[src/hdl/timer_pkg.sv]
// timer_pkg: register map, field positions, reset values and decode helpers
// for the 16-bit timer/counter; shared by the core and its prescaler.
// assumes a 32-bit AXI4-Lite register bus with one aligned word per register.
package timer_pkg;

    // ------------------------------------------------------------------
    // widths and bus answers
    // ------------------------------------------------------------------
    localparam int          DATA_W      = 32;
    localparam int          ADDR_W      = 8;
    localparam int          REG_W       = 16;
    localparam int          PS_W        = 8;
    localparam logic [1:0]  RESP_OKAY   = 2'h0;
    localparam logic [1:0]  RESP_SLVERR = 2'h2;

    // ------------------------------------------------------------------
    // register offsets (byte addresses)
    // ------------------------------------------------------------------
    localparam logic [ADDR_W-1:0] CONTROL_OFFSET    = 8'h00;
    localparam logic [ADDR_W-1:0] COUNT_OFFSET      = 8'h04;
    localparam logic [ADDR_W-1:0] PERIOD_OFFSET     = 8'h08;
    localparam logic [ADDR_W-1:0] STATUS_OFFSET     = 8'h0c;
    localparam logic [ADDR_W-1:0] INT_CLEAR_OFFSET  = 8'h10;
    localparam logic [ADDR_W-1:0] INT_ENABLE_OFFSET = 8'h14;

    // ------------------------------------------------------------------
    // timer_control_register fields
    // ------------------------------------------------------------------
    localparam int TIMER_ON_BIT      = 15;
    localparam int IDLE_STOP_BIT     = 13;
    localparam int LP_OSC_SELECT_BIT = 8;
    localparam int GATE_EN_BIT       = 6;
    localparam int PRESCALE_LSB      = 4;
    localparam int SYNC_SELECT_BIT   = 2;
    localparam int CLOCK_SRC_BIT     = 1;
    localparam logic [REG_W-1:0] CONTROL_MASK  = 16'ha176;
    localparam logic [REG_W-1:0] CONTROL_RESET = 16'h0000;
    localparam logic [REG_W-1:0] COUNT_RESET   = 16'h0000;
    localparam logic [REG_W-1:0] PERIOD_RESET  = 16'hffff;

    // ------------------------------------------------------------------
    // status / interrupt layout
    // ------------------------------------------------------------------
    localparam int              STATUS_W        = 2;
    localparam int              ST_PERIOD_BIT   = 0;
    localparam int              ST_GATE_END_BIT = 1;
    localparam logic [STATUS_W-1:0] STATUS_RESET = 2'h0;
    localparam logic [STATUS_W-1:0] ENABLE_RESET = 2'h0;

    // ------------------------------------------------------------------
    // prescaler terminal counts (ratio minus one)
    // ------------------------------------------------------------------
    localparam logic [PS_W-1:0] PS_TERM_1   = 8'h00;
    localparam logic [PS_W-1:0] PS_TERM_8   = 8'h07;
    localparam logic [PS_W-1:0] PS_TERM_64  = 8'h3f;
    localparam logic [PS_W-1:0] PS_TERM_256 = 8'hff;

    typedef enum logic [1:0] {
        MODE_TIMER,
        MODE_GATED,
        MODE_SYNC_COUNT,
        MODE_ASYNC_COUNT
    } timer_mode_e;

    function automatic logic [PS_W-1:0] prescale_term(input logic [1:0] sel);
        unique case (sel)
            2'h0: prescale_term = PS_TERM_1;
            2'h1: prescale_term = PS_TERM_8;
            2'h2: prescale_term = PS_TERM_64;
            2'h3: prescale_term = PS_TERM_256;
        endcase
    endfunction : prescale_term

    function automatic timer_mode_e decode_mode(input logic src, input logic sync, input logic gate);
        if (!src)
            decode_mode = gate ? MODE_GATED : MODE_TIMER;
        else
            decode_mode = sync ? MODE_SYNC_COUNT : MODE_ASYNC_COUNT;
    endfunction : decode_mode

    function automatic logic [REG_W-1:0] merge_strb(input logic [REG_W-1:0] old_v,
                                                    input logic [DATA_W-1:0] wd,
                                                    input logic [3:0] strb);
        merge_strb = old_v;
        if (strb[0])
            merge_strb[7:0] = wd[7:0];
        if (strb[1])
            merge_strb[15:8] = wd[15:8];
    endfunction : merge_strb

endpackage : timer_pkg

[src/hdl/timer_core.sv]
// timer_core: 16-bit timer/counter with AXI4-Lite registers and one interrupt.
// assumes pins are synchronous to aclk; the instruction clock is aclk itself.
//
// Function
// single 16-bit count register
// may count the low-power 32 kHz oscillator
// async counter mode, no synchroniser delay
// sync mode resynchronises after the prescaler
// timer and gated modes use instruction clock
// both counter modes use external clock pin
// clock source select at control bit 1
// sync select at control bit 2
// gate enable at control bit 6
// source 0: gate picks timer/gated mode
// source 1: sync picks sync/async counter
// usable as RTC or interval timer
// timer_on starts and stops the count
// prescale 1, 8, 64 or 256
// external source counts rising edges
// idle_stop halts counting in idle
// gated mode counts only while gate high
`timescale 1ns/1ps
module timer_core
    import timer_pkg::*;
#(
    parameter int COUNT_W = 16
) (
    // clock, reset, freeze
    input  wire logic                        aclk,
    input  wire logic                        aresetn,
    input  wire logic                        clk_en,
    // timer pins
    input  wire logic                        external_clock_input,
    input  wire logic                        lp_osc_in,
    input  wire logic                        gate_in,
    input  wire logic                        idle_mode,
    // write address
    input  wire logic                        awvalid,
    output logic                             awready,
    input  wire logic [timer_pkg::ADDR_W-1:0] awaddr,
    input  wire logic [2:0]                  awprot,
    // write data
    input  wire logic                        wvalid,
    output logic                             wready,
    input  wire logic [timer_pkg::DATA_W-1:0] wdata,
    input  wire logic [3:0]                  wstrb,
    // write response
    output logic                             bvalid,
    input  wire logic                        bready,
    output logic [1:0]                       bresp,
    // read address
    input  wire logic                        arvalid,
    output logic                             arready,
    input  wire logic [timer_pkg::ADDR_W-1:0] araddr,
    input  wire logic [2:0]                  arprot,
    // read data
    output logic                             rvalid,
    input  wire logic                        rready,
    output logic [timer_pkg::DATA_W-1:0]     rdata,
    output logic [1:0]                       rresp,
    // interrupt
    output logic                             irq
);
    import timer_pkg::*;

    if (COUNT_W < 8 || COUNT_W > REG_W) begin : g_bad_width
        $error("timer_core: COUNT_W must lie in 8..16");
    end

    // ------------------------------------------------------------------
    // declarations
    // ------------------------------------------------------------------
    logic                aw_held_q;
    logic                aw_held_d;
    logic                w_held_q;
    logic                w_held_d;
    logic [ADDR_W-1:0]   waddr_q;
    logic [DATA_W-1:0]   wdata_q;
    logic [3:0]          wstrb_q;
    logic                wr_fire;
    logic                wr_hit;
    logic                rd_hit;
    logic [DATA_W-1:0]   rd_word;
    logic [REG_W-1:0]    control_q;
    logic [COUNT_W-1:0]  count_q;
    logic [COUNT_W-1:0]  period_q;
    logic [STATUS_W-1:0] status_q;
    logic [STATUS_W-1:0] enable_q;
    logic [STATUS_W-1:0] status_set;
    logic [STATUS_W-1:0] status_clr;
    logic                ctrl_wr;
    logic                cnt_wr;
    logic                ext_src;
    logic                ext_prev_q;
    logic                ext_rise;
    logic                gate_prev_q;
    logic                run;
    timer_mode_e         mode;
    logic                ps_in;
    logic                ps_out;
    logic                sync_meta_q;
    logic                sync_tick_q;
    logic                count_tick;
    logic                period_hit;

    // ------------------------------------------------------------------
    // register bus: write channel
    // ------------------------------------------------------------------
    // clk_en low freezes the bus as well; masters must not finish a
    // handshake while it is low
    assign wr_fire   = aw_held_q && w_held_q && !bvalid;
    assign aw_held_d = (awvalid && awready) || (aw_held_q && !wr_fire);
    assign w_held_d  = (wvalid && wready) || (w_held_q && !wr_fire);

    always_comb begin
        unique case (waddr_q)
            CONTROL_OFFSET, COUNT_OFFSET, PERIOD_OFFSET, STATUS_OFFSET,
            INT_CLEAR_OFFSET, INT_ENABLE_OFFSET: wr_hit = 1'b1;
            default:                             wr_hit = 1'b0;
        endcase
    end

    always_ff @(posedge aclk) begin
        if (!aresetn) begin
            aw_held_q <= 1'b0;
            w_held_q  <= 1'b0;
            awready   <= 1'b0;
            wready    <= 1'b0;
            waddr_q   <= '0;
            wdata_q   <= '0;
            wstrb_q   <= '0;
        end else if (clk_en) begin
            aw_held_q <= aw_held_d;
            w_held_q  <= w_held_d;
            awready   <= !aw_held_d;
            wready    <= !w_held_d;
            if (awvalid && awready)
                waddr_q <= awaddr;
            if (wvalid && wready) begin
                wdata_q <= wdata;
                wstrb_q <= wstrb;
            end
        end
    end

    always_ff @(posedge aclk) begin
        if (!aresetn) begin
            bvalid <= 1'b0;
            bresp  <= RESP_OKAY;
        end else if (clk_en) begin
            if (wr_fire) begin
                bvalid <= 1'b1;
                bresp  <= wr_hit ? RESP_OKAY : RESP_SLVERR;
            end else if (bready)
                bvalid <= 1'b0;
        end
    end

    // ------------------------------------------------------------------
    // register bus: read channel
    // ------------------------------------------------------------------
    always_comb begin
        rd_word = '0;
        rd_hit  = 1'b1;
        unique case (araddr)
            CONTROL_OFFSET:    rd_word[REG_W-1:0]    = control_q;
            COUNT_OFFSET:      rd_word[COUNT_W-1:0]  = count_q;
            PERIOD_OFFSET:     rd_word[COUNT_W-1:0]  = period_q;
            STATUS_OFFSET:     rd_word[STATUS_W-1:0] = status_q;
            INT_CLEAR_OFFSET:  rd_word = '0;
            INT_ENABLE_OFFSET: rd_word[STATUS_W-1:0] = enable_q;
            default:           rd_hit = 1'b0;
        endcase
    end

    always_ff @(posedge aclk) begin
        if (!aresetn) begin
            arready <= 1'b0;
            rvalid  <= 1'b0;
            rdata   <= '0;
            rresp   <= RESP_OKAY;
        end else if (clk_en) begin
            if (arvalid && arready) begin
                arready <= 1'b0;
                rvalid  <= 1'b1;
                rdata   <= rd_word;
                rresp   <= rd_hit ? RESP_OKAY : RESP_SLVERR;
            end else if (rvalid && rready) begin
                rvalid  <= 1'b0;
                arready <= 1'b1;
            end else if (!rvalid)
                arready <= 1'b1;
        end
    end

    // ------------------------------------------------------------------
    // configuration registers
    // ------------------------------------------------------------------
    assign ctrl_wr = wr_fire && waddr_q == CONTROL_OFFSET;
    assign cnt_wr  = wr_fire && waddr_q == COUNT_OFFSET;

    always_ff @(posedge aclk) begin
        if (!aresetn)
            control_q <= CONTROL_RESET;
        else if (clk_en && ctrl_wr)
            control_q <= merge_strb(control_q, wdata_q, wstrb_q) & CONTROL_MASK;
    end

    always_ff @(posedge aclk) begin
        if (!aresetn) begin
            period_q <= COUNT_W'(PERIOD_RESET);
            enable_q <= ENABLE_RESET;
        end else if (clk_en && wr_fire) begin
            if (waddr_q == PERIOD_OFFSET)
                period_q <= COUNT_W'(merge_strb(REG_W'(period_q), wdata_q, wstrb_q));
            if (waddr_q == INT_ENABLE_OFFSET)
                enable_q <= STATUS_W'(merge_strb('0, wdata_q, wstrb_q));
        end
    end

    // ------------------------------------------------------------------
    // clock source, gating and prescaling
    // ------------------------------------------------------------------
    assign mode     = decode_mode(control_q[CLOCK_SRC_BIT], control_q[SYNC_SELECT_BIT],
                                  control_q[GATE_EN_BIT]);
    assign run      = control_q[TIMER_ON_BIT] && !(control_q[IDLE_STOP_BIT] && idle_mode);
    assign ext_src  = control_q[LP_OSC_SELECT_BIT] ? lp_osc_in : external_clock_input;
    assign ext_rise = ext_src && !ext_prev_q;

    always_ff @(posedge aclk) begin
        if (!aresetn) begin
            ext_prev_q  <= 1'b0;
            gate_prev_q <= 1'b0;
        end else if (clk_en) begin
            ext_prev_q  <= ext_src;
            gate_prev_q <= gate_in;
        end
    end

    always_comb begin
        unique case (mode)
            MODE_TIMER:       ps_in = run;
            MODE_GATED:       ps_in = run && gate_in;
            MODE_SYNC_COUNT,
            MODE_ASYNC_COUNT: ps_in = run && ext_rise;
        endcase
    end

    // rewriting control or count restarts the division from zero
    timer_prescaler #(
        .CNT_W (PS_W)
    ) u_prescaler (
        .aclk      (aclk),
        .aresetn   (aresetn),
        .clk_en    (clk_en),
        .tick_in   (ps_in),
        .clear     (ctrl_wr || cnt_wr),
        .ratio_sel (control_q[PRESCALE_LSB +: 2]),
        .pulse_out (ps_out)
    );

    // sync path costs two cycles of latency; async mode skips it
    always_ff @(posedge aclk) begin
        if (!aresetn) begin
            sync_meta_q <= 1'b0;
            sync_tick_q <= 1'b0;
        end else if (clk_en) begin
            sync_meta_q <= ps_out && mode == MODE_SYNC_COUNT;
            sync_tick_q <= sync_meta_q;
        end
    end

    assign count_tick = run && (mode == MODE_SYNC_COUNT ? sync_tick_q : ps_out);
    assign period_hit = count_tick && !cnt_wr && count_q == period_q;

    // ------------------------------------------------------------------
    // counter
    // ------------------------------------------------------------------
    always_ff @(posedge aclk) begin
        if (!aresetn)
            count_q <= COUNT_W'(COUNT_RESET);
        else if (clk_en) begin
            if (cnt_wr)
                count_q <= COUNT_W'(merge_strb(REG_W'(count_q), wdata_q, wstrb_q));
            else if (period_hit)
                count_q <= '0;
            else if (count_tick)
                count_q <= count_q + COUNT_W'(1);
        end
    end

    // ------------------------------------------------------------------
    // interrupt status
    // ------------------------------------------------------------------
    always_comb begin
        status_set                  = '0;
        status_set[ST_PERIOD_BIT]   = period_hit;
        status_set[ST_GATE_END_BIT] = mode == MODE_GATED && run && gate_prev_q && !gate_in;
        status_clr = (wr_fire && waddr_q == INT_CLEAR_OFFSET) ?
                     STATUS_W'(merge_strb('0, wdata_q, wstrb_q)) : '0;
    end

    // a new event outranks a clear in the same cycle
    always_ff @(posedge aclk) begin
        if (!aresetn) begin
            status_q <= STATUS_RESET;
            irq      <= 1'b0;
        end else if (clk_en) begin
            status_q <= (status_q & ~status_clr) | status_set;
            irq      <= |(status_q & enable_q);
        end
    end
endmodule : timer_core

[src/hdl/timer_prescaler.sv]
// timer_prescaler: divides a stream of input ticks by 1, 8, 64 or 256.
// assumes ticks are single-cycle qualifiers in the aclk domain.
`timescale 1ns/1ps
module timer_prescaler
    import timer_pkg::*;
#(
    parameter int CNT_W = 8
) (
    // clock and reset
    input  wire logic       aclk,
    input  wire logic       aresetn,
    input  wire logic       clk_en,
    // tick path
    input  wire logic       tick_in,
    input  wire logic       clear,
    input  wire logic [1:0] ratio_sel,
    output logic            pulse_out
);
    import timer_pkg::*;

    if (CNT_W < PS_W) begin : g_bad_width
        $error("timer_prescaler: CNT_W too small for 1:256");
    end

    logic [CNT_W-1:0] cnt_q;
    logic [CNT_W-1:0] term;

    assign term      = CNT_W'(prescale_term(ratio_sel));
    assign pulse_out = tick_in && !clear && (cnt_q >= term);

    // a shortened ratio never strands the count above its terminal value
    always_ff @(posedge aclk) begin
        if (!aresetn)
            cnt_q <= '0;
        else if (clk_en) begin
            if (clear || pulse_out)
                cnt_q <= '0;
            else if (tick_in)
                cnt_q <= cnt_q + CNT_W'(1);
        end
    end
endmodule : timer_prescaler

[config.mk]
export PLATFORM = sky130hd
export DESIGN_NAME = timer_core
export DESIGN_NICKNAME = d
export VERILOG_FILES = /design/src/hdl/timer_pkg.sv /design/src/hdl/timer_core.sv /design/src/hdl/timer_prescaler.sv
export SDC_FILE = /design/constraint.sdc
export NUM_CORES = 1
export LEC_CHECK = 0
export ABC_AREA = 1
export BUFFER_PORTS_ARGS = -buffer_cell sky130_fd_sc_hd__buf_2
export CORE_MARGIN = 8
export CORE_UTILIZATION = 60
export CTS_BUF_LIST = sky130_fd_sc_hd__clkbuf_16
export DETAILED_ROUTE_END_ITERATION = 7
export PLACE_DENSITY = 0.91
export SYNTH_ARGS = -nofsm -noshare
export SYNTH_HDL_FRONTEND = slang
export SYNTH_SLANG_ARGS = --single-unit
[constraint.sdc]
create_clock -name aclk -period 4.9 [get_ports aclk]
set_input_delay 0.98 -clock aclk [delete_from_list [all_inputs] [get_ports aclk]]
set_output_delay 0.98 -clock aclk [all_outputs]
set_load 0.02 [all_outputs]
# Word level (Yosys, flattened, before mapping)
# Index checks and enable logic that the tools add are counted.
op_classes:
  n_addsub: 2
  reduce_logical: 67
  bitwise_logic: 4
  eq_ne: 20
  muxes: 29
  magnitude_cmp: 1
op_table:
  columns: ["cell", "count"]
  rows:
  - ["$mux W16", 3]
  - ["$pmux W14 S3", 1]
  - ["$eq A8 B4 Y1 const B", 4]
  - ["$eq A8 B5 Y1 const B", 4]
  - ["$mux W8", 4]
  - ["$pmux W8 S4", 1]
  - ["$logic_and A1 B1 Y1", 27]
  - ["$reduce_and A2 Y1", 11]
  - ["$add A16 B1 Y16 const B", 1]
  - ["$eq A16 B16 Y1", 1]
  - ["$eq A8 B3 Y1 const B", 2]
  - ["$logic_not A8 Y1", 2]
  - ["$mux W1", 13]
  - ["$reduce_and A3 Y1", 4]
  - ["$reduce_or A6 Y1", 2]
  - ["$mux W2", 5]
  - ["$pmux W2 S5", 1]
  - ["$logic_not A1 Y1", 9]
  - ["$add A8 B1 Y8 const B", 1]
  - ["$eq A2 B2 Y1 const B", 4]
  - ["$ge A8 B8 Y1", 1]
  - ["$reduce_bool A2 Y1", 3]
  - ["$and A2 B2 Y2", 2]
  - ["$eq A2 B1 Y1 const B", 2]
  - ["9 further kinds", 15]
word_totals:
  word_cells: 150
  ff_bits: 110
  output_inout_bits: 42
  input_bits: 70

# Depth between registers and ports, before layout
# Gate-level depths: netlist (run 1).
depth:
  ltp_word: 13
  mapped_depth: 19
  ltp_nobuf: 18

# By module
# From an unflattened synthesis (run 1), not the netlist that was laid out.
unflattened:
  cells_unflattened: 859
  hier_area_um2: 5854.4
modules_own_cells:
  columns: ["module", "cells_per_inst", "area_each_um2", "instances", "seq_area_each_um2"]
  rows:
  - ["timer_core", 781, 5267.6, 1, 2001.9]
  - ["timer_prescaler", 78, 586.8, 1, 160.2]

# Worst setup path after synthesis (run 1)
# OpenSTA, ideal clock, no wires.
synth_timing:
  kind: "input to register"
  from: "in idle_mode"
  to: "reg count_q[0]"
  cell_stages: 13
  n_path_buf: 1
  setup_ns: 0.113
  required_ns: 4.787
  path_slack_ns: 2.716
  arrival_time_ns: 2.071
  cell_sequence: "nand2_1 > nand2_1 > nor2_2 > o21ai_1 > nor2_2 > nand2_2 > nand2_2 > nand2_2 > nand2_4 > nand3_4 > buf_6 > nor2_1 > nor2_1"
synth_via:
  elab_chain_cells: 13
  elab_cells_between_ends: 16
  cone_classes: "4 x mux; 12 x reduce/logical"
synth_lines:
  columns: ["element", "line", "source"]
  rows:
  - ["start, declared", "timer_core.sv:36", "input wire logic idle_mode,"]
  - ["$logic_and A1 B1 Y1 (*)", "timer_core.sv:226", "assign run = control_q[TIMER_ON_BIT] && !(control_q[IDLE_STOP_BIT] && idle_mode);"]
  - ["$logic_not A1 Y1 (*)", "timer_core.sv:226", null]
  - ["$logic_and A1 B1 Y1 (*)", "timer_core.sv:226", null]
  - ["$logic_and A1 B1 Y1 (on tied branches)", "timer_core.sv:245, timer_core.sv:243", null]
  - ["$pmux W1 S3", "timer_core.sv:241", "unique case (mode)"]
  - ["$logic_and A1 B1 Y1 (2 in a row)", "timer_prescaler.sv:29", "assign pulse_out = tick_in && !clear && (cnt_q >= term);"]
  - ["$mux W1", "timer_core.sv:273", "assign count_tick = run && (mode == MODE_SYNC_COUNT ? sync_tick_q : ps_out);"]
  - ["$logic_and A1 B1 Y1 (*)", "timer_core.sv:273", null]
  - ["$logic_and A1 B1 Y1 (2 in a row)", "timer_core.sv:274", "assign period_hit = count_tick && !cnt_wr && count_q == period_q;"]
  - ["$reduce_bool A3 Y1 (no line) / $mux W16 (equally long branches)", null, null]
  - ["$reduce_and A3 Y1 (no line) / $mux W16 (equally long branches)", null, null]
  - ["end signal, assigned", "timer_core.sv:281", "count_q <= COUNT_W'(COUNT_RESET);"]
  - ["end signal, assigned", "timer_core.sv:284", "count_q <= COUNT_W'(merge_strb(REG_W'(count_q), wdata_q, wstrb_q));"]
  - ["end signal, assigned", "timer_core.sv:288", "count_q <= count_q + COUNT_W'(1);"]
  - ["end, declared", "timer_core.sv:85", "logic [COUNT_W-1:0] count_q;"]
# Every way passes the cells marked *; elsewhere a longest branch is shown, timed or not.
# A chain may end at the register's enable or synchronous reset.

# Worst setup path after layout (run 1)
layout_timing:
  from: "in clk_en"
  to: "reg rdata[6] (netlist name)"
layout_via:
  elab_chain_cells: 1
layout_lines:
  columns: ["element", "line", "source"]
  rows:
  - ["start, declared", "timer_core.sv:31", "input wire logic clk_en,"]
  - ["$reduce_and A2 Y1 (no line)", null, null]
  - ["end signal, assigned", "timer_core.sv:186", "rdata <= rd_word;"]
  - ["end, declared", "timer_core.sv:59", "output logic [timer_pkg::DATA_W-1:0] rdata,"]
# Every way passes these cells.

==> results of run 1 <==
placed cells by master, fill, tap and decap left out, types with 9 or more instances in the layout:
master     netlist  final
nor2_2           9      9
xor2_1          13     13
nand4_1         15     15
nand2_1        186    186
conb_1           1     18
clkbuf_16        0      9
inv_1           87     87
o211ai_1        18     18
buf_2            6     69
xnor2_1          9      9
a21oi_1         70     70
o21ai_0         55     55
nand3_1         24     24
dfxtp_1        108    108
nor3_1          18     18
nor2_1          84     84
through the flow:
step,hold slack (ps),instances,power [mW]
floorplan,424,827,1.01
global placement,435,963,1.03
detailed placement,440,963,1.03
CTS,450,979,1.71
global route,485,979,1.76
finish,446,979,1.71
tightest hold or removal path: cells and delay by family, from the launching register on:
family / cells / cell delay (ps)
flops: 1 / 310
compound gates: 1 / 50
buf+inv: 1 / 40
per-layer routing:
metal / part of all wire / wire, µm / global-route usage
met1: 0.41 / 6040 / 0.299
met2: 0.45 / 6690 / 0.376
met3: 0.12 / 1730 / 0.0527
met4: 0.022 / 326 / 0.0897
met5: 0 / 0 / 0
worst paths after layout:
| kind | slack [ps] | end | start |
|---|---|---|---|
| setup / recovery | 2000 | rdata[6] | clk_en |
| hold / removal | 450 | waddr_q[7] | waddr_q[7] |
| hold reg to reg | 450 | waddr_q[7] | waddr_q[7] |
| setup reg to reg | 2200 | count_q[8] | waddr_q[0] |
cell type report:
class                           instances  area share
Clock buffer                            9      0.0363
Clock inverter                          7     0.00807
Inverter                               94      0.0569
Multi-Input combinational cell        578       0.468
Sequential cell                       108       0.349
Tap cell                              111      0.0224
Timing Repair Buffer                   72      0.0593
logic make-up after synthesis:
group                    count (synthesis)  share of synthesized area
AND/OR/NAND/NOR                        362                      0.286
AO/OA/AOI/OAI                          168                      0.165
buffers and inverters                  141                      0.112
flip-flops                             108                      0.384
XOR/XNOR                                22                     0.0342
adder cells (fa/ha/maj)                  8                     0.0178
other                                    1                   0.000666
flip-flops by register name (all words and copies together), names as in the netlist, 2 cells and up:
name and count:
count_q 16, period_q 16, rdata 16, wdata_q 16
control_q 8, u_prescaler.cnt_q 8, waddr_q 8, enable_q 2
status_q 2, wstrb_q 2
power by group:
part	switching, mW	internal, mW	total [mW]
clock network	0.342	0.349	0.691
registers	0.0110	0.893	0.904
logic	0.0786	0.0335	0.112
total	0.432	1.28	1.71
==> flow_summary.toml, run 1 <==
[outcome]
status = "finished clean"

[cts]
cts_buffers = 9
clk_path_buf_depth = 2
clock-sinks = 108
cts_tree = "yes"
cts_resized = 0
cts-root-buf = "clkbuf_16"
clk_pin_slew_worst_paths_ps = 70
htreeDepth = 3
cts-hold-fix-buffers = 0
post_cts_buffers = 0
clk-insertion-delay-late_ps = 350

[critical_path]
criticalPathCategory = "input port to flip-flop"
cp.required_ps = 5160
cpMostUsedCell = "nor2_1"
slowest_delay_ps = 640
critical_path.endpoint_type = "flip-flop"
crit_chain = "buf_2, inv_1, nor2_1, clkinv_1, nor2_1, o31ai_2, o21ai_0"
reg2regPathDepth = 10
worst-path-buf-inv = 3
cp-start-kind = "input port"
crit_cells = 7
cp.arrival_ps = 3170
critPathTopFamily = "simple AND/OR/NAND/NOR gates"
crit_fanout = 19
slowest_stage = "clkinv_1"

[die]
initial_core_util = 0.615
die_h_um = 113
rows = 35
dieArea_um2 = 12700
coreArea_um2 = 9150
dieWidth_um = 113
io_pins = 112

[place]
dpl_cell_area_um2 = 5920
numPortBuffers = 69
place_hpwl_mm = 10.4
place.gp.congestion = 0.928
pre_cts_ws_ps = 1650

[finish]
postLayoutCellArea_um2 = 6200
final_layout_size_suffix_gt1_frac = 0.139
syn_to_final_growth_pct = 10.1
fin_nets = 941
multi_input_area_um2 = 2900
antenna_cells = 0
finish.utilization = 0.677
seq_area_um2 = 2160
nFillCells = 764

[yosys]
ys.flop_type = "dfxtp_1"
yosysSeqAreaShare = 0.384
yosysTopAreaCellShare = 0.384
synth_cell_types = 41
synth_common_cells = "nand2_1, dfxtp_1, inv_1, nor2_1, a21oi_1"
synth_cells = 810
yosysMostFrequentCell = "nand2_1"
synth-seq-cells = 108
netlist_area_um2 = 5630
synth_edf_count = 0
post_synth.cell_area_avg_um2 = 6.95
ys_async_sr_fraction = 0
yosys.area.top_type = "dfxtp_1"
ys_warn_count = 0
synth_area_leaders = "dfxtp_1, nand2_1, a21oi_1"

[route]
wl_per_cell_um = 15.1
dr.pass1.iters = 5
drtIter0Drc = 477
finalWirelength_mm = 14.8
via_per_inst = 5.59
drc = 0
vias = 5475
antenna_left = 0

[global_route]
first_global_vias = 5055
grt_usage = 0.234
grt_overflow = 0
antenna_found_initial = 0
grt_max_degree = 81
grt_pass1_wl_mm = 24.5

[power_and_ir_drop]
leakagePower_nw = 2.76
ir_worst_vdd_mv = 0.173
power_density_nw_per_um2 = 275

[sta]
fin_skew_ps = 9.82
min_period_over_period = 0.592
slew_violations = 0
setup_viol = 0
layout_setup_ws_ps = 2000
hold_viol_final = 0
tns_ps = 0
slew_headroom = 0.346
period_needed_ps = 2900
fmax_mhz = 344
rsz0062_at_grt = "no"
worstMarginPinSlew_ps = 975

[hold_path]
min_path_type = "flip-flop to flip-flop"
hold_depth = 2

[job]
drv_cap = 0
No activity file was read; power rests on OpenSTA's default activity.
==> run 2: changes to the inputs <==
Settings changed: ABC_AREA 1 to 0, CORE_UTILIZATION 60 to 50, PLACE_DENSITY 0.91 to 0.82.
Clock period 4.9 ns to 2.6 ns, I/O delays scaled along.
==> flow_summary.toml, run 2 <==
[die]
die_h_um = 119
dieArea_um2 = 14200
io_pins = 112
dieWidth_um = 119
rows = 37
initial_core_util = 0.515
coreArea_um2 = 10300

[yosys]
synth-seq-cells = 108
synth_common_cells = "nand2_1, dfxtp_1, a21oi_1, nor2_1, mux2i_1"
synth_area_leaders = "dfxtp_1, nand2_1, mux2i_1"
synth_edf_count = 0
synth_cells = 651
ys_warn_count = 0
yosys.area.top_type = "dfxtp_1"
yosysSeqAreaShare = 0.407
ys_async_sr_fraction = 0
netlist_area_um2 = 5320
ys.flop_type = "dfxtp_1"
synth_cell_types = 68
post_synth.cell_area_avg_um2 = 8.16
yosysMostFrequentCell = "nand2_1"
yosysTopAreaCellShare = 0.407

[cts]
cts_buffers = 9
cts_tree = "yes"
htreeDepth = 3
clk-insertion-delay-late_ps = 350
clk_path_buf_depth = 2
clock-sinks = 108
cts-root-buf = "clkbuf_16"
clk_pin_slew_worst_paths_ps = 70

[hold_path]
min_path_type = "input port to flip-flop"
min_from = "wdata[3]"

[place]
place_hpwl_mm = 11.0
pre_cts_ws_ps = -52.1
dp_cells = 855
dpl_cell_area_um2 = 5880
numPortBuffers = 69
place.gp.congestion = 0.967

[sta]
fmax_mhz = 398
min_period_over_period = 0.967
hold_viol_final = 0
layout_setup_ws_ps = 85.1
fin_skew_ps = 9.18
period_needed_ps = 2510
slew_headroom = 0.522
worstMarginPinSlew_ps = 715
rsz0062_at_grt = "yes"
setup_viol = 0
slew_violations = 0

[critical_path]
cp-start-kind = "flip-flop"
timing.rr.start = "waddr_q[1]"
cp.required_ps = 2870
critPathLaunch = "waddr_q[1]"
crit_fanout = 6
criticalPathCategory = "flip-flop to flip-flop"
critical_path.endpoint_type = "flip-flop"
cp.arrival_ps = 2790

[outcome]
status = "finished clean"

[finish]
layout_commonest_cell = "nand2_1"
layout_common_cells = "nand2_1, dfxtp_1, buf_2, a21oi_1, nor2_1"
postLayoutCellArea_um2 = 6250
layout.cells.non_filler = 873
final_layout_size_suffix_gt1_frac = 0.195
syn_to_final_growth_pct = 17.6
antenna_cells = 0
fin_nets = 810

[route]
vias = 4978
wl_per_cell_um = 16.8
via_per_inst = 5.70
drtIter0Drc = 389
antenna_left = 0
drc = 0
finalWirelength_mm = 14.7
dr.pass1.iters = 5

[power_and_ir_drop]
swShare = 0.248
p_seq_frac = 0.529
switchingPower_mw = 0.793
internal_power_mw = 2.40
p_comb_frac = 0.068
power_density_nw_per_um2 = 511
ir_worst_vdd_mv = 0.339
leakagePower_nw = 2.56
p_clk_frac = 0.403

[global_route]
first_global_vias = 4820
grt_overflow = 0
grt_pass1_wl_mm = 24.1
grt_usage = 0.205
antenna_found_initial = 0
grt_max_degree = 33

[job]
drv_cap = 0
## run 2: cell families (layout without fill, tap and decap cells)
group	count (synthesis)	after routing	synth area share
adders and majority gates	8	8	0.0188
DFF	108	108	0.407
buffers and inverters	62	131	0.0577
and+or+nand+nor	258	258	0.225
AOI/OAI and AO/OA	153	153	0.182
other	1	18	0.000706
xor gates and xnor gates	25	25	0.0412
muxes	36	36	0.0683
## run 2: area by class of cell
cell class	instances	area, µm²
Clock inverter	7	51.3
Inverter	14	52.6
Timing Repair Buffer	101	611
Tap cell	136	170
Multi-Input combinational cell	498	2970
Fill cell	966	4070
Clock buffer	9	225
Sequential cell	108	2170
## run 2: worst max-delay path, stage by stage, from the launching register on
cell and delay, ps:
dfxtp_1 320, or4_4 550, nor4b_4 390, a211oi_2 60, buf_4 170, a22oi_4 300
nor3_4 80, buf_4 140, or2_4 270, o22ai_2 150
## run 2: timing repair
action	CTS	global route
setup endpoints to repair	5	17
hold buffers	0	0
setup buffers	1	1
resized for setup	3	12
pin swaps	1	4
## run 2: final timing paths
path / endpoint / slack [ps] / depth (start not counted)
worst max-delay path: count_q[9] / 90 / 9
worst min-delay path: wdata_q[3] / 410 / 3
worst min register to register: rdata[15] / 450 / 2
worst max register to register: count_q[9] / 90 / 9
## run 2: layer usage
layer | part of all wire | global-route usage | wire [µm]
met1 | 0.45 | 0.266 | 6570
met2 | 0.46 | 0.330 | 6720
met3 | 0.074 | 0.0430 | 1080
met4 | 0.019 | 0.0743 | 279
met5 | 0 | 0 | 0
## run 2: stage by stage
step	setup TNS [ps]	power (mW)	util	hold slack, ps
2_1_floorplan	0	1.88	-	436
3_3_place_gp	-6.31	1.94	0.569	434
3_5_place_dp	-115	1.94	0.569	437
4_1_cts	0	3.22	0.598	396
5_1_grt	-43.1	3.31	0.606	415
6_report	0	3.20	0.606	406
## run 2: power groups by stage
stage | Combinational [mW] | Clock, mW | Sequential, mW
floorplan | 0.149 | 0 | 1.73
global placement | 0.207 | 0 | 1.73
detailed placement | 0.213 | 0 | 1.73
CTS | 0.214 | 1.31 | 1.69
global route | 0.239 | 1.37 | 1.69
finish | 0.217 | 1.29 | 1.69
==> run 3: changes to the inputs <==
--- a/config.mk
+++ b/config.mk
@@ -14,2 +14,3 @@
 export PLACE_DENSITY = 0.82
+export RECOVER_POWER = 100
 export SYNTH_ARGS = -nofsm -noshare
@@ -17 +18,2 @@
 export SYNTH_SLANG_ARGS = --single-unit
+export TNS_END_PERCENT = 100
==> constraint.sdc (replaced) <==
create_clock -name aclk -period 2.6 [get_ports aclk]
set_input_delay 0.26 -clock aclk [delete_from_list [all_inputs] [get_ports aclk]]
set_output_delay 0.26 -clock aclk [all_outputs]
set_load 0.02 [all_outputs]
==> flow_summary.toml, run 3 (synthesis gave the netlist of run 2 again) <==
[route]
dr.pass1.iters = 5
drtIter0Drc = 394
finalWirelength_mm = 14.3
drc = 0
via_per_inst = 5.68
vias = 4928
antenna_left = 0
wl_per_cell_um = 16.5

[global_route]
antenna_found_initial = 0
grt_overflow = 0
grt_usage = 0.197
grt_max_degree = 42
first_global_vias = 4732
grt_pass1_wl_mm = 23.2

[cts]
post_cts_buffers = 0
cts-hold-fix-buffers = 0
cts_tree = "yes"
cts_buffers = 9
cts-root-buf = "clkbuf_16"
clk_path_buf_depth = 2
clk_pin_slew_worst_paths_ps = 80
clock-sinks = 108
htreeDepth = 3
clk-insertion-delay-late_ps = 350

[sta]
fmax_mhz = 389
worstMarginPinSlew_ps = 1740
hold_viol_final = 0
slew_headroom = -0.161
period_needed_ps = 2570
layout_setup_ws_ps = 30.9
slew_violations = 42
rsz0062_at_grt = "yes"
setup_viol = 0
tns_ps = 0
whs_ps = 148
min_period_over_period = 0.988
fin_skew_ps = 9.78

[hold_path]
min_path_type = "input port to flip-flop"
min_from = "awaddr[7]"
hold_depth = 3

[finish]
nFillCells = 934
layout_common_cells = "nand2_1, dfxtp_1, a21oi_1, nor2_1, buf_2"
finish.utilization = 0.598
layout.cells.non_filler = 867
final_layout_size_suffix_gt1_frac = 0.148
postLayoutCellArea_um2 = 6170
antenna_cells = 0
syn_to_final_growth_pct = 16.1
fin_nets = 805
layout_commonest_cell = "nand2_1"

[die]
dieWidth_um = 119
initial_core_util = 0.515
rows = 37
die_h_um = 119
coreArea_um2 = 10300
dieArea_um2 = 14200
io_pins = 112

[critical_path]
cpMostUsedCell = "buf_4"
rrSetupSlack_ps = 30
cp.arrival_ps = 2850
critPathLaunch = "waddr_q[1]"
slowest_delay_ps = 550
cp-start-kind = "flip-flop"
timing.rr.start = "waddr_q[1]"
worst-path-buf-inv = 2
slowest_stage = "or4_4"
crit_cells = 9
cp.required_ps = 2880
critPathTopFamily = "simple AND/OR/NAND/NOR gates"
crit_fanout = 6
criticalPathCategory = "flip-flop to flip-flop"
reg2regPathDepth = 9
critical_path.endpoint_type = "flip-flop"
crit_chain = "or4_4, nor4b_4, a211oi_2, buf_4, a22oi_4, nor3_2, buf_4, or2_4, o22ai_1"

[outcome]
status = "complete, but fails checks"
violations = "capacitance limit, slew limit"

[job]
drv_cap = 1

[power_and_ir_drop]
p_clk_frac = 0.439
internal_power_mw = 2.59
ir_worst_vdd_mv = 0.310
switchingPower_mw = 0.793
power_density_nw_per_um2 = 549
leakagePower_nw = 2.45
p_comb_frac = 0.062
p_seq_frac = 0.500
total_power_mw = 3.39
swShare = 0.234

[place]
pre_cts_ws_ps = -11.6
place_hpwl_mm = 10.8
numPortBuffers = 69
place.gp.congestion = 0.947
dpl_cell_area_um2 = 5840
dp_cells = 852
==> run 3: cell types whose count changed in the layout (fill, tap and decap cells not counted), sizes merged <==
cell / change
buf: -34
clkbuf: +29
clkinv: -3
bufinv: +2
==> run 3: worst register-to-register path: cells and delay by family (launching register included) <==
kind | cells | cell delay (ps)
buffers and inverters | 2 | 320
flip-flops | 1 | 320
AND/OR/NAND/NOR | 4 | 1320
AO/OA/AOI/OAI | 3 | 540
==> run 3: per-layer routing <==
layer / GRT usage / part of all wire / routed length, µm / vias up
li1: - / - / - / 2401
met1: 0.254 / 0.45 / 6500 / 2299
met2: 0.321 / 0.46 / 6530 / 203
met3: 0.0335 / 0.069 / 988 / 25
met4: 0.0751 / 0.020 / 290 / 0
met5: 0 / 0 / 0 / -
==> run 3: final cells by class <==
class | instances | area [µm²] | share of cell area
inverters | 14 | 52.6 | 0.00852
clock inverters | 6 | 96.3 | 0.0156
flip-flops and latches | 108 | 2170 | 0.352
repair buffers | 96 | 502 | 0.0813
clock buffers | 9 | 225 | 0.0365
well taps | 136 | 170 | 0.0276
multi-input cells | 498 | 2950 | 0.479
==> run 3: timing repair <==
item                                    CTS  global route
gates cloned                              0             0
pin swaps                                 0             2
endpoints found under the setup margin    2            19
resized for setup                         1            13
==> run 3: worst paths after layout <==
kind                end
min          waddr_q[7]
max reg2reg  count_q[9]
min reg2reg    rdata[3]
max          count_q[9]
==> run 3: power by group through the flow <==
stage | registers, mW | clock network (mW) | logic (mW)
final | 1.69 | 1.49 | 0.209
after global routing | 1.69 | 1.55 | 0.231
after CTS | 1.69 | 1.49 | 0.209
after detailed placement | 1.73 | 0 | 0.208
after global placement | 1.73 | 0 | 0.203
after floorplan | 1.73 | 0 | 0.149
